--- src/core/cise_pkg.sv ---
//----------------------------------------------------------------------
// Overview of operation
// [RULE_01] Watchdog kick resets watchdog counter to zero
// [RULE_02] Watchdog kick also zeroes the watchdog prescaler
// [RULE_03] Watchdog kick sets expiry and powerdown flags
// [RULE_04] Indirect call pushes PC plus one
// [RULE_05] Indirect call loads PC from latch and accumulator
// [RULE_06] Indirect call: two cycles, flags untouched
// [RULE_07] Invert file to selected destination, zero flag updated
// [RULE_08] Zero file clears register, sets zero flag
// [RULE_09] Decrement file to selected destination, updates zero
// [RULE_10] Zero accumulator clears it, sets zero flag
// [RULE_11] Decrement-skip: no flags, zero result skips next
// [RULE_12] Zero flag follows result; others single cycle
//----------------------------------------------------------------------
package cise_pkg;

   //-------------------------------------------------------------------
   // Instruction set subset and operand carrier
   //-------------------------------------------------------------------
   typedef enum logic [2:0] {
      NOP_OP                  = 3'h0,
      KICK_WATCHDOG_OP        = 3'h1,
      INDIRECT_CALL_OP        = 3'h2,
      INVERT_FILE_OP          = 3'h3,
      ZERO_FILE_OP            = 3'h4,
      FILE_DECREMENT_OP       = 3'h5,
      ZERO_ACCUMULATOR_OP     = 3'h6,
      DECREMENT_SKIP_ZERO_OP  = 3'h7
   } cise_opcode_t;

   typedef struct packed {
      cise_opcode_t code;
      logic         dest;       // 0: accumulator, 1: file register
      logic [6:0]   file_addr;
   } cise_op_t;

   // Sequencer states, one-hot
   typedef enum logic [1:0] {
      ST_EXEC   = 2'b01,
      ST_SECOND = 2'b10
   } cise_state_t;

   //-------------------------------------------------------------------
   // Register map of the plain register port
   //-------------------------------------------------------------------
   localparam logic [7:0] ADDR_ACC       = 8'h00;
   localparam logic [7:0] ADDR_STATUS    = 8'h01;
   localparam logic [7:0] ADDR_PC_LATCH  = 8'h02;
   localparam logic [7:0] ADDR_PC_LO     = 8'h03;
   localparam logic [7:0] ADDR_PC_HI     = 8'h04;
   localparam logic [7:0] ADDR_WDT_CNT   = 8'h05;
   localparam logic [7:0] ADDR_WDT_PRE   = 8'h06;
   localparam logic [7:0] ADDR_TOS_LO    = 8'h07;
   localparam logic [7:0] ADDR_TOS_HI    = 8'h08;
   localparam logic [7:0] ADDR_STACK_PTR = 8'h09;
   localparam logic [7:0] ADDR_FILE_BASE = 8'h80;

   // Status register bit positions
   localparam int STAT_ZERO   = 0;
   localparam int STAT_EXPIRY = 1;
   localparam int STAT_PWRDN  = 2;

   // Reset and constant values
   localparam logic [7:0]  BYTE_ZERO    = 8'h00;
   localparam logic [7:0]  BYTE_ONE     = 8'h01;
   localparam logic [14:0] PC_RESET     = 15'h0000;
   localparam logic [14:0] PC_STEP      = 15'h0001;
   localparam logic        FLAG_SET_N   = 1'b1;
   localparam logic        DEST_ACC     = 1'b0;

endpackage

--- src/core/cise_exec.sv ---
// Chosen here: the strobed register port and the placing of the registers.
`timescale 1ns/1ns
module cise_exec
   import cise_pkg::*;
#(
   parameter int PRESCALE_W   = 7,
   parameter int WDT_W        = 8,
   parameter int STACK_DEPTH  = 16,
   parameter int STACK_PTR_W  = 4
)(
   input  wire logic        i_clk,
   input  wire logic        i_resetn,
   // Instruction issue
   input  wire logic        i_op_valid,
   input  wire cise_op_t    i_op,
   output logic             o_op_ready,
   // Register port
   input  wire logic [7:0]  i_addr,
   input  wire logic [7:0]  i_wdata,
   input  wire logic        i_wr,
   input  wire logic        i_rd,
   output logic      [7:0]  o_rdata,
   // Core state
   output logic      [14:0] o_pc,
   output logic      [7:0]  o_accumulator,
   output logic             o_zero_flag,
   output logic             o_watchdog_expiry_flag_n,
   output logic             o_powerdown_flag_n,
   output logic             o_skip,
   output logic             o_watchdog_timeout
);

   //-------------------------------------------------------------------
   // Storage
   //-------------------------------------------------------------------
   logic [7:0]             file_mem [128];
   logic [14:0]            stack_mem [STACK_DEPTH];
   logic [STACK_PTR_W-1:0] stack_ptr_reg;
   logic [7:0]             acc_reg;
   logic [6:0]             upper_pc_latch_reg;
   logic [14:0]            pc_reg;
   logic                   zero_reg;
   logic                   expiry_n_reg;
   logic                   powerdown_n_reg;
   logic [WDT_W-1:0]       watchdog_counter_reg;
   logic [PRESCALE_W-1:0]  prescale_reg;
   logic                   skip_reg;
   logic                   timeout_reg;
   logic [7:0]             rdata_reg;
   cise_state_t            state_reg;
   cise_state_t            state_next;

   //-------------------------------------------------------------------
   // Decode and datapath
   //-------------------------------------------------------------------
   logic       take;
   logic [7:0] file_val;
   logic [7:0] result;
   logic       writes_acc;
   logic       writes_file;
   logic       updates_zero;
   logic       is_kick;
   logic       is_call;
   logic       skip_hit;
   logic       prescale_wrap;
   logic       watchdog_wrap;
   logic       bus_file;

   // A new instruction is only taken while no two-cycle op is finishing
   assign o_op_ready = (state_reg == ST_EXEC);
   assign take       = i_op_valid && o_op_ready;
   assign file_val   = file_mem[i_op.file_addr];
   assign bus_file   = (i_addr >= ADDR_FILE_BASE);

   // Result and destination per instruction
   // The file value is read straight from the addressed entry; a port
   // write to that entry only lands after the edge, so it is not seen
   always_comb begin
      result       = BYTE_ZERO;
      writes_acc   = 1'b0;
      writes_file  = 1'b0;
      updates_zero = 1'b0;
      is_kick      = 1'b0;
      is_call      = 1'b0;
      skip_hit     = 1'b0;
      if (take) begin
         case (i_op.code)
            KICK_WATCHDOG_OP: begin
               is_kick = 1'b1;
            end
            INDIRECT_CALL_OP: begin
               is_call = 1'b1;                            // RULE_06
            end
            INVERT_FILE_OP: begin
               result       = ~file_val;                  // RULE_07
               writes_acc   = (i_op.dest == DEST_ACC);
               writes_file  = (i_op.dest != DEST_ACC);
               updates_zero = 1'b1;
            end
            ZERO_FILE_OP: begin
               result       = BYTE_ZERO;                  // RULE_08
               writes_file  = 1'b1;
               updates_zero = 1'b1;
            end
            FILE_DECREMENT_OP: begin
               result       = file_val - BYTE_ONE;        // RULE_09
               writes_acc   = (i_op.dest == DEST_ACC);
               writes_file  = (i_op.dest != DEST_ACC);
               updates_zero = 1'b1;
            end
            ZERO_ACCUMULATOR_OP: begin
               result       = BYTE_ZERO;                  // RULE_10
               writes_acc   = 1'b1;
               updates_zero = 1'b1;
            end
            DECREMENT_SKIP_ZERO_OP: begin
               result      = file_val - BYTE_ONE;         // RULE_11
               writes_acc  = (i_op.dest == DEST_ACC);
               writes_file = (i_op.dest != DEST_ACC);
               skip_hit    = (result == BYTE_ZERO);       // RULE_11
            end
            default: begin
               result = BYTE_ZERO;
            end
         endcase
      end
   end

   //-------------------------------------------------------------------
   // Sequencer
   //-------------------------------------------------------------------
   // Call and a taken skip both spend one extra cycle
   always_comb begin
      case (state_reg)
         ST_EXEC: begin
            if (is_call || skip_hit) begin
               state_next = ST_SECOND;                    // RULE_06
            end else begin
               state_next = ST_EXEC;                      // RULE_12
            end
         end
         ST_SECOND: begin
            state_next = ST_EXEC;
         end
         default: begin
            state_next = ST_EXEC;
         end
      endcase
   end

   // Reset always lands in the issue state, so ready is high at once
   always_ff @(posedge i_clk) begin
      if (!i_resetn) begin
         state_reg <= ST_EXEC;
      end else begin
         state_reg <= state_next;
      end
   end

   //-------------------------------------------------------------------
   // Program counter and return stack
   //-------------------------------------------------------------------
   // The skipped slot still advances the PC, as the NOP takes its place
   // A call is only flagged when taken, so it never adds the plain step
   always_ff @(posedge i_clk) begin
      if (!i_resetn) begin
         pc_reg <= PC_RESET;
      end else if (is_call) begin
         pc_reg <= {upper_pc_latch_reg, acc_reg};         // RULE_05
      end else if (take) begin
         pc_reg <= pc_reg + PC_STEP;
      end else if (state_reg == ST_SECOND && skip_reg) begin
         pc_reg <= pc_reg + PC_STEP;                      // RULE_11
      end
   end

   // Push before the jump; the pointer wraps on overflow like a ring
   // No underflow guard: returns lie outside this subset, and entries
   // are not reset, so the stack top shows junk before the first call
   always_ff @(posedge i_clk) begin
      if (!i_resetn) begin
         stack_ptr_reg <= '0;
      end else if (is_call) begin
         stack_mem[stack_ptr_reg] <= pc_reg + PC_STEP;    // RULE_04
         stack_ptr_reg            <= stack_ptr_reg + 1'b1;
      end
   end

   //-------------------------------------------------------------------
   // Accumulator, upper PC latch and file registers
   //-------------------------------------------------------------------
   // Instruction writes win over a register port write in the same cycle
   always_ff @(posedge i_clk) begin
      if (!i_resetn) begin
         acc_reg <= BYTE_ZERO;
      end else if (writes_acc) begin
         acc_reg <= result;                               // RULE_07
      end else if (i_wr && i_addr == ADDR_ACC) begin
         acc_reg <= i_wdata;
      end
   end

   // Only software loads the latch; the call just reads it
   always_ff @(posedge i_clk) begin
      if (!i_resetn) begin
         upper_pc_latch_reg <= '0;
      end else if (i_wr && i_addr == ADDR_PC_LATCH) begin
         upper_pc_latch_reg <= i_wdata[6:0];
      end
   end

   // File array has no reset; software initialises it through the port
   always_ff @(posedge i_clk) begin
      if (writes_file) begin
         file_mem[i_op.file_addr] <= result;              // RULE_09
      end else if (i_wr && bus_file) begin
         file_mem[i_addr[6:0]] <= i_wdata;
      end
   end

   //-------------------------------------------------------------------
   // Status flags
   //-------------------------------------------------------------------
   // Decrement-skip and call leave the zero flag alone
   always_ff @(posedge i_clk) begin
      if (!i_resetn) begin
         zero_reg <= 1'b0;
      end else if (updates_zero) begin
         zero_reg <= (result == BYTE_ZERO);               // RULE_12
      end
   end

   // Expiry clears the flag; a kick masks the wrap in its own cycle
   always_ff @(posedge i_clk) begin
      if (!i_resetn) begin
         expiry_n_reg <= FLAG_SET_N;
      end else if (watchdog_wrap) begin
         expiry_n_reg <= 1'b0;
      end else if (is_kick) begin
         expiry_n_reg <= FLAG_SET_N;                      // RULE_03
      end
   end

   // Nothing in this subset enters powerdown, so only a kick writes it;
   // a sleep entry elsewhere in the core would be the one to clear it
   always_ff @(posedge i_clk) begin
      if (!i_resetn) begin
         powerdown_n_reg <= FLAG_SET_N;
      end else if (is_kick) begin
         powerdown_n_reg <= FLAG_SET_N;                   // RULE_03
      end
   end

   //-------------------------------------------------------------------
   // Watchdog counter and prescaler
   //-------------------------------------------------------------------
   // Period is 2**(PRESCALE_W+WDT_W) cycles; the kick masks the wrap so
   // the expiry flag can never clear in the cycle the kick sets it
   assign prescale_wrap = &prescale_reg;
   assign watchdog_wrap = prescale_wrap && (&watchdog_counter_reg)
                          && !is_kick;

   // Prescaler free-runs; a kick restarts it with the counter
   always_ff @(posedge i_clk) begin
      if (!i_resetn || is_kick) begin
         prescale_reg <= '0;                              // RULE_02
      end else begin
         prescale_reg <= prescale_reg + 1'b1;
      end
   end

   // Counter steps once per prescaler wrap and wraps itself at the end
   always_ff @(posedge i_clk) begin
      if (!i_resetn || is_kick) begin
         watchdog_counter_reg <= '0;                      // RULE_01
      end else if (prescale_wrap) begin
         watchdog_counter_reg <= watchdog_counter_reg + 1'b1;
      end
   end

   // Skip pulse marks the slot that the NOP fills
   always_ff @(posedge i_clk) begin
      if (!i_resetn) begin
         skip_reg <= 1'b0;
      end else begin
         skip_reg <= skip_hit;                            // RULE_11
      end
   end

   // Timeout pulse lasts one cycle; the expiry flag keeps the news
   always_ff @(posedge i_clk) begin
      if (!i_resetn) begin
         timeout_reg <= 1'b0;
      end else begin
         timeout_reg <= watchdog_wrap;
      end
   end

   //-------------------------------------------------------------------
   // Register port read
   //-------------------------------------------------------------------
   // Unmapped addresses read as zero
   // Data returns to zero after one cycle so a stale read never lingers
   always_ff @(posedge i_clk) begin
      if (!i_resetn) begin
         rdata_reg <= BYTE_ZERO;
      end else if (i_rd) begin
         if (bus_file) begin
            rdata_reg <= file_mem[i_addr[6:0]];
         end else begin
            case (i_addr)
               ADDR_ACC:       rdata_reg <= acc_reg;
               ADDR_STATUS:    rdata_reg <= {5'h00, powerdown_n_reg,
                                             expiry_n_reg, zero_reg};
               ADDR_PC_LATCH:  rdata_reg <= {1'b0, upper_pc_latch_reg};
               ADDR_PC_LO:     rdata_reg <= pc_reg[7:0];
               ADDR_PC_HI:     rdata_reg <= {1'b0, pc_reg[14:8]};
               ADDR_WDT_CNT:   rdata_reg <= 8'(watchdog_counter_reg);
               ADDR_WDT_PRE:   rdata_reg <= 8'(prescale_reg);
               ADDR_TOS_LO:    rdata_reg <= stack_mem[stack_ptr_reg
                                                      - 1'b1][7:0];
               ADDR_TOS_HI:    rdata_reg <= {1'b0, stack_mem[stack_ptr_reg
                                                      - 1'b1][14:8]};
               ADDR_STACK_PTR: rdata_reg <= 8'(stack_ptr_reg);
               default:        rdata_reg <= BYTE_ZERO;
            endcase
         end
      end else begin
         rdata_reg <= BYTE_ZERO;
      end
   end

   //-------------------------------------------------------------------
   // Outputs
   //-------------------------------------------------------------------
   // Every data output comes straight from a flip-flop
   assign o_rdata                  = rdata_reg;
   assign o_pc                     = pc_reg;
   assign o_accumulator            = acc_reg;
   assign o_zero_flag              = zero_reg;
   assign o_watchdog_expiry_flag_n = expiry_n_reg;
   assign o_powerdown_flag_n       = powerdown_n_reg;
   assign o_skip                   = skip_reg;
   assign o_watchdog_timeout       = timeout_reg;

endmodule

--- config.mk ---
export PLATFORM = sky130hd
export DESIGN_NAME = cise_exec
export DESIGN_NICKNAME = d
export VERILOG_FILES = /design/src/core/cise_pkg.sv /design/src/core/cise_exec.sv
export SDC_FILE = /design/constraint.sdc
export NUM_CORES = 2
export LEC_CHECK = 0
export BUFFER_PORTS_ARGS = -buffer_cell sky130_fd_sc_hd__buf_4
export CORE_AREA = 10 10 402 404
export CTS_BUF_LIST = sky130_fd_sc_hd__clkbuf_16
export CTS_CLUSTER_DIAMETER = 50
export DETAILED_ROUTE_END_ITERATION = 8
export DIE_AREA = 0 0 412 414
export GPL_TIMING_DRIVEN = 0
export PLACE_DENSITY = 0.59
export SYNTH_ARGS = -nofsm -noshare
export SYNTH_HDL_FRONTEND = slang
export SYNTH_SLANG_ARGS = --single-unit
--- constraint.sdc ---
create_clock -name i_clk -period 14 [get_ports i_clk]
set_input_delay 0 -clock i_clk [delete_from_list [all_inputs] [get_ports i_clk]]
set_output_delay 0 -clock i_clk [all_outputs]
set_load 0.005 [all_outputs]
* After elaboration in Yosys (flattened, before gate mapping)
Memories as Yosys holds them, arrays and structs flattened. Index checks and enable logic that the tools add are counted.
Operators by class: add/subtract/negate cells 6, magnitude comparators 1, multiplexer cells 35, reductions and logical operators 25, equal/unequal tests 18, bitwise logic cells 2
Operators with widths (number):
- 8-bit one-hot mux with 10 select lines | 1
- 15-bit two-way mux | 3
- 8-bit two-way mux | 5
- 8-bit by 3-bit == test with 1-bit output (second input constant) | 4
- 8-bit zero test | 3
- 1-bit two-way mux | 21
- 8-bit by 2-bit == test with 1-bit output (second input constant) | 2
- 8-bit by 4-bit == test with 1-bit output (second input constant) | 2
- 8-bit one-hot mux with 2 select lines | 1
- 15-bit by 1-bit adder with 15-bit output (second input constant) | 1
- 3-bit == test (second input constant) | 4
- 8-bit by 1-bit adder with 8-bit output (second input constant) | 1
- 8-bit by 1-bit == test with 1-bit output (second input constant) | 1
- 8-bit >= comparator (second input constant) | 1
- 8-bit inverter | 1
- 8-bit AND reduction | 1
- 8-bit OR reduction | 1
- 8-bit by 1-bit subtractor with 8-bit output (second input constant) | 1
- 7-bit by 1-bit adder with 7-bit output (second input constant) | 1
- 1-bit logical AND | 7
- 7-bit two-way mux | 1
- 7-bit AND reduction | 1
- 3-bit by 2-bit == test with 1-bit output (second input constant) | 2
- 4-bit by 1-bit adder with 4-bit output (second input constant) | 1
- 15 further kinds | 20
Storage, ports and cells: word-level logic and storage cells 101, RAM bits 1264, output and inout port bits 37, bits of input ports 32, register bits after elaboration 63, memories kept 2
Memories:
- file_mem | words 128, bits a word 8, read ports 2, clocked after memory_dff 0, write ports 1, line cise_exec.sv:36 | logic [7:0] file_mem [128];
- stack_mem | words 16, bits a word 15, read ports 1, clocked after memory_dff 0, write ports 1, line cise_exec.sv:37 | logic [14:0] stack_mem [STACK_DEPTH];

* Depth between registers and ports, before layout
depth in word-level cells 8, mapped depth 16, mapped depth without buffers 11

* Worst setup path after synthesis
No wires, ideal clock.
path type input to register, from in i_op[0] (netlist bit), to mem file_mem[0][6] (data pin), data arrival time 7895 ps, buffers on the path 3, library setup time 1197 ps, required time 12803 ps, path slack 4907 ps, stages on the path 12, path through buf_2 > buf_6 > buf_6 > mux4_2 > mux4_2 > mux4_2 > mux2i_4 > ha_1 > and3_1 > a31oi_1 > o21a_1 > o21ai_0
Between the ends: longest elaborated chain between the ends 5
RTL lines:
- from (decl) | line cise_exec.sv:15 | input wire cise_op_t i_op,
- memory read 128 x 8 bit *
- 8-bit by 1-bit subtractor with 8-bit output / 8-bit inverter (equally long branches) | line cise_exec.sv:106, cise_exec.sv:117, cise_exec.sv:95
- 8-bit one-hot mux with 2 select lines * | line cise_exec.sv:87 | case (i_op.code)
- 8-bit two-way mux * | line cise_exec.sv:86 | if (take) begin
- 8-bit two-way mux (no source line) *
- to (decl) | line cise_exec.sv:36
Every way passes the cells marked *; elsewhere a longest branch is shown, timed or not.

* Worst setup path in the final report
from reg stack_ptr_reg[0], to reg rdata_reg[0] (netlist: o_rdata[0])
Between the ends: longest elaborated chain between the ends 4
RTL lines:
- from (decl) | line cise_exec.sv:38 | logic [STACK_PTR_W-1:0] stack_ptr_reg;
- from (signal assigned) | line cise_exec.sv:185 | stack_ptr_reg <= stack_ptr_reg + 1'b1;
- 4-bit by 1-bit subtractor with 4-bit output | line cise_exec.sv:321, cise_exec.sv:323
- memory read 16 x 15 bit
- 8-bit one-hot mux with 10 select lines * | line cise_exec.sv:311 | case (i_addr)
- 8-bit two-way mux * | line cise_exec.sv:308 | if (bus_file) begin
- to (signal assigned) | line cise_exec.sv:309 | rdata_reg <= file_mem[i_addr[6:0]];
- to (signal assigned) | line cise_exec.sv:312 | ADDR_ACC: rdata_reg <= acc_reg;
- to (signal assigned) | line cise_exec.sv:322 | ADDR_TOS_HI: rdata_reg <= {1'b0, stack_mem[stack_ptr_reg
- to (decl) | line cise_exec.sv:49 | logic [7:0] rdata_reg;
Marked as above. A chain may end at the register's enable or synchronous reset.

==> results.tsv <==
metric	value	unit
ys async rst share	0	
top cell type by total area after synthesis	edfxtp_1	
CP arrival	7.74	ns
highest metal used	met5	
Reg2Reg Launch Point	stack_ptr_reg[0]$_SDFFE_PN0P_	
chip width	412	um
register bit count reported by yosys	1327	
clk_lat worst skew	0.84	ns
post-cts hold buffer count	36	
Starting DRT DRC Count	6590	
Layout Cell Area excl Fill	70600	um^2
worst hold start	i_wdata[4]	
number of levels in the clock H-tree	4	
relative max-transition margin	-0.103	
launching element type of the critical path	flop	
Clk Tree Root Cell	clkbuf_16	
Placement Cell Area	65100	um^2
count of standard-cell rows	144	
switching part of the total power	0.256	
pwr/cell area	132	nW/um^2
total leakage power	22.5	nW
Period Utilization, post-route	0.503	
sequential-to-total area share from yosys stat	0.644	
Worst Setup Slack, final	6.96	ns
Area Growth Syn to Fin	15.9	%
Max Root-Sink Buffers	3	
kind of capture point of the worst setup path	flop	
Synthesis Warnings	0	
Hold Path Class	in2reg	
total length of routed met3 wires	37.1	mm
post-CTS setup-driven buffer insertion count	0	
Post-Synth Adder-Cell Area	0.00185	
placed wire-length estimate after detailed placement	165	mm
die area	171000	um^2
Psw	2.39	mW
Netlist Area Pre-Place	60900	um^2
post-detailed-route DRC marker count	0	
RSZ-0062 raised after global routing	no	
vias per std cell	6.79	
largest register by flop count	file_mem	
clk sinks	1327	
number of pins with negative max-slew slack in the final report	125	
first drt pass iteration count	7	
clock-pin transition on the worst setup and hold timing paths	0.06	ns
flip-flop count of the largest register after layout	1024	
number of nets in the final layout	3436	
Max FO, Critical Path	10	
area share of the largest cell type after synthesis	0.623	
Final Hold Viols	0	
worst hold stages	5	
number of filler instances in the final layout	12845	
largest net degree at the start of global routing	81	
TritonCTS clock tree	done	
Clk network pwr share	0.429	
data required time at the worst endpoint	14.70	ns
worst setup skew after layout	0.0732	ns
Worst Max-Slew Pin Slew	1.65	ns
post-placement setup slack	7.16	ns
dominant combinational cell family by area after synthesis	multiplexers	
synthesized netlist net count	3138	
area of combinational cells with multiple inputs	20900	um^2
r2r worst-path depth	15	
initial antenna violation count	21	
effective utilization at floorplan	0.397	
count of pins on the block boundary	69	
Max VDD drop	130	uV
share of the synthesized area in compound gates (AO/OA/AOI/OAI)	0.0214	
count of final setup violators	0	
mean cell area of the mapped netlist	19.7	um^2
hold-critical path endpoint	o_accumulator[4]$_SDFFE_PN0P_	
post-synthesis simple-gate area fraction	0.0358	
overall via count from detail_route	37778	
standard cell core area	153000	um^2
P_int	6.93	mW
final weighted congestion in routability-driven placement	1.05	
final design utilization	0.460	
number of global-route vias before repair	35788	
critical path cell sequence	clkbuf_1 > clkbuf_1 > buf_1 > inv_1 > ha_1 > clkbuf_1 > clkbuf_1 > clkbuf_1 > clkbuf_1 > mux4_2 > a211oi_1 > a21oi_1 > a221oi_1 > a21oi_1 > dlygate4sd3_1	
slowest cell on the critical path	clkbuf_1	
height of the die	414	um
violated checks	capacitance limit, slew limit	
count of flip-flops with a built-in enable after synthesis	1264	
cell types occupying the most area after synthesis	edfxtp_1, mux4_2, dfxtp_1	
combinational share of power	0.099	
number of buffer cells added on primary ports	54	
Synth Flop Type	edfxtp_1	
fraction of layout instances using a drive strength above 1	0.347	
global-route congestion overflow total	0	
first-pass GRT wire length	320	mm
total clock buffers created by CTS	153	
total of cells resized after clock tree synthesis	0	
final critical path time including I/O delays and setup	7.04	ns
Sequential cell area	39200	um^2
post-DR wirelength/cell	43.6	um
flop-to-flop setup slack	6.96	ns
number of distinct library cells after synthesis	64	
XOR/XNOR share of the synthesized area	0.00460	
delay of the slowest cell on the worst path	0.70	ns
share of power burned in registers	0.472	
global-route total usage across every layer	0.279	
Routed Wire Length	243	mm
routed metal-1 wirelength	88.3	mm
post-synthesis mux area share	0.276	
destination of the worst register-to-register timing path	o_rdata[0]$_SDFF_PN0_	
WS Path Type	reg2reg	
result of the run	finished with violations	
residual antenna-violating net count after detailed routing	0	
most repeated cell in the gate-level netlist after synthesis	edfxtp_1	
number of cells produced by synthesis	3097	
met2 wirelength from detailed routing	104	mm
cell occurring most often along the worst timing path	clkbuf_1	
number of max-capacitance violations reported	14	
Max Freq	142	MHz
most common library cells after synthesis	edfxtp_1, mux4_2, nor2_1	
stage by stage:
stage	TNS [ns]	power (mW)	hold WS (ns)	instances
final	0	9.32	0.151	5567
after global routing	0	9.49	0.169	5562
after CTS	0	9.28	0.0880	5556
after detailed placement	0	5.35	0.294	5242
after global placement	-1954.07	5.36	0.284	5195
after floorplan	0	4.94	0.147	3097
placed cells by master, fill, tap and decap left out, types with 21 or more instances in the layout:
cell,Yosys,layout
edfxtp_1,1264,1264
mux4_2,699,699
nor2_1,225,213
clkbuf_16,0,153
nand2_1,115,115
clkbuf_1,139,94
mux2i_1,68,68
dfxtp_1,63,63
buf_4,5,60
buf_2,28,57
a21oi_1,53,53
clkbuf_2,0,45
o21ai_0,45,40
dlygate4sd3_1,0,36
inv_1,10,35
nand3_1,32,32
clkinv_1,1,30
mux2_2,30,30
a22oi_1,21,21
critical path, delay by kind of cell, from the launching register on:
family	cells	cell delay, ns
compound gates	4	0.92
fa+ha+maj	1	0.34
buf+inv	9	4.82
flops	1	0.39
mux	1	0.43
power by group through the flow:
stage,Sequential [mW],Combinational [mW],Clock [mW]
2_1_floorplan,4.50,0.444,0
3_3_place_gp,4.53,0.834,0
3_5_place_dp,4.48,0.871,0
4_1_cts,4.40,0.879,4.00
5_1_grt,4.40,0.920,4.18
6_report,4.40,0.920,4.00
worst max-delay path by stage:
stage | from | endpoint | cells after the start
CTS | stack_ptr_reg[0]$_SDFFE_PN0P_ | o_rdata[0]$_SDFF_PN0_ | 15
detailed placement | stack_ptr_reg[0]$_SDFFE_PN0P_ | o_rdata[7]$_SDFF_PN0_ | 14
global placement | i_op[2] | file_mem[38][6]$_DFFE_PP_ | 10
floorplan | i_op[0] | file_mem[0][6]$_DFFE_PP_ | 12
global route | stack_ptr_reg[0]$_SDFFE_PN0P_ | o_rdata[0]$_SDFF_PN0_ | 15
finish | stack_ptr_reg[0]$_SDFFE_PN0P_ | o_rdata[0]$_SDFF_PN0_ | 15
cells by family (layout without fill, tap and decap cells):
kind of cell,count (synthesis),in the layout
compound gates,199,199
xor+xnor,32,32
fa+ha+maj,9,9
buf+inv,240,661
flops,1327,1327
mux,800,800
other cells,1,6
simple gates,489,489
final cells by class:
type,count,share of cell area
Buffer,228,0.0149
Timing Repair Buffer,143,0.0251
Multi-Input combinational cell,1530,0.296
Inverter,12,0.000638
Tap cell,2044,0.0362
Clock buffer,153,0.0542
Clock inverter,125,0.0170
Antenna cell,5,0.000177
Sequential cell,1327,0.556
routing by layer:
metal  vias to the layer above  track usage
li1                      13807            -
met1                     20320        0.368
met2                      3060        0.394
met3                       567        0.122
met4                        24        0.130
met5                         -      0.00904
Note: power is estimated with default switching activity, not from simulation.
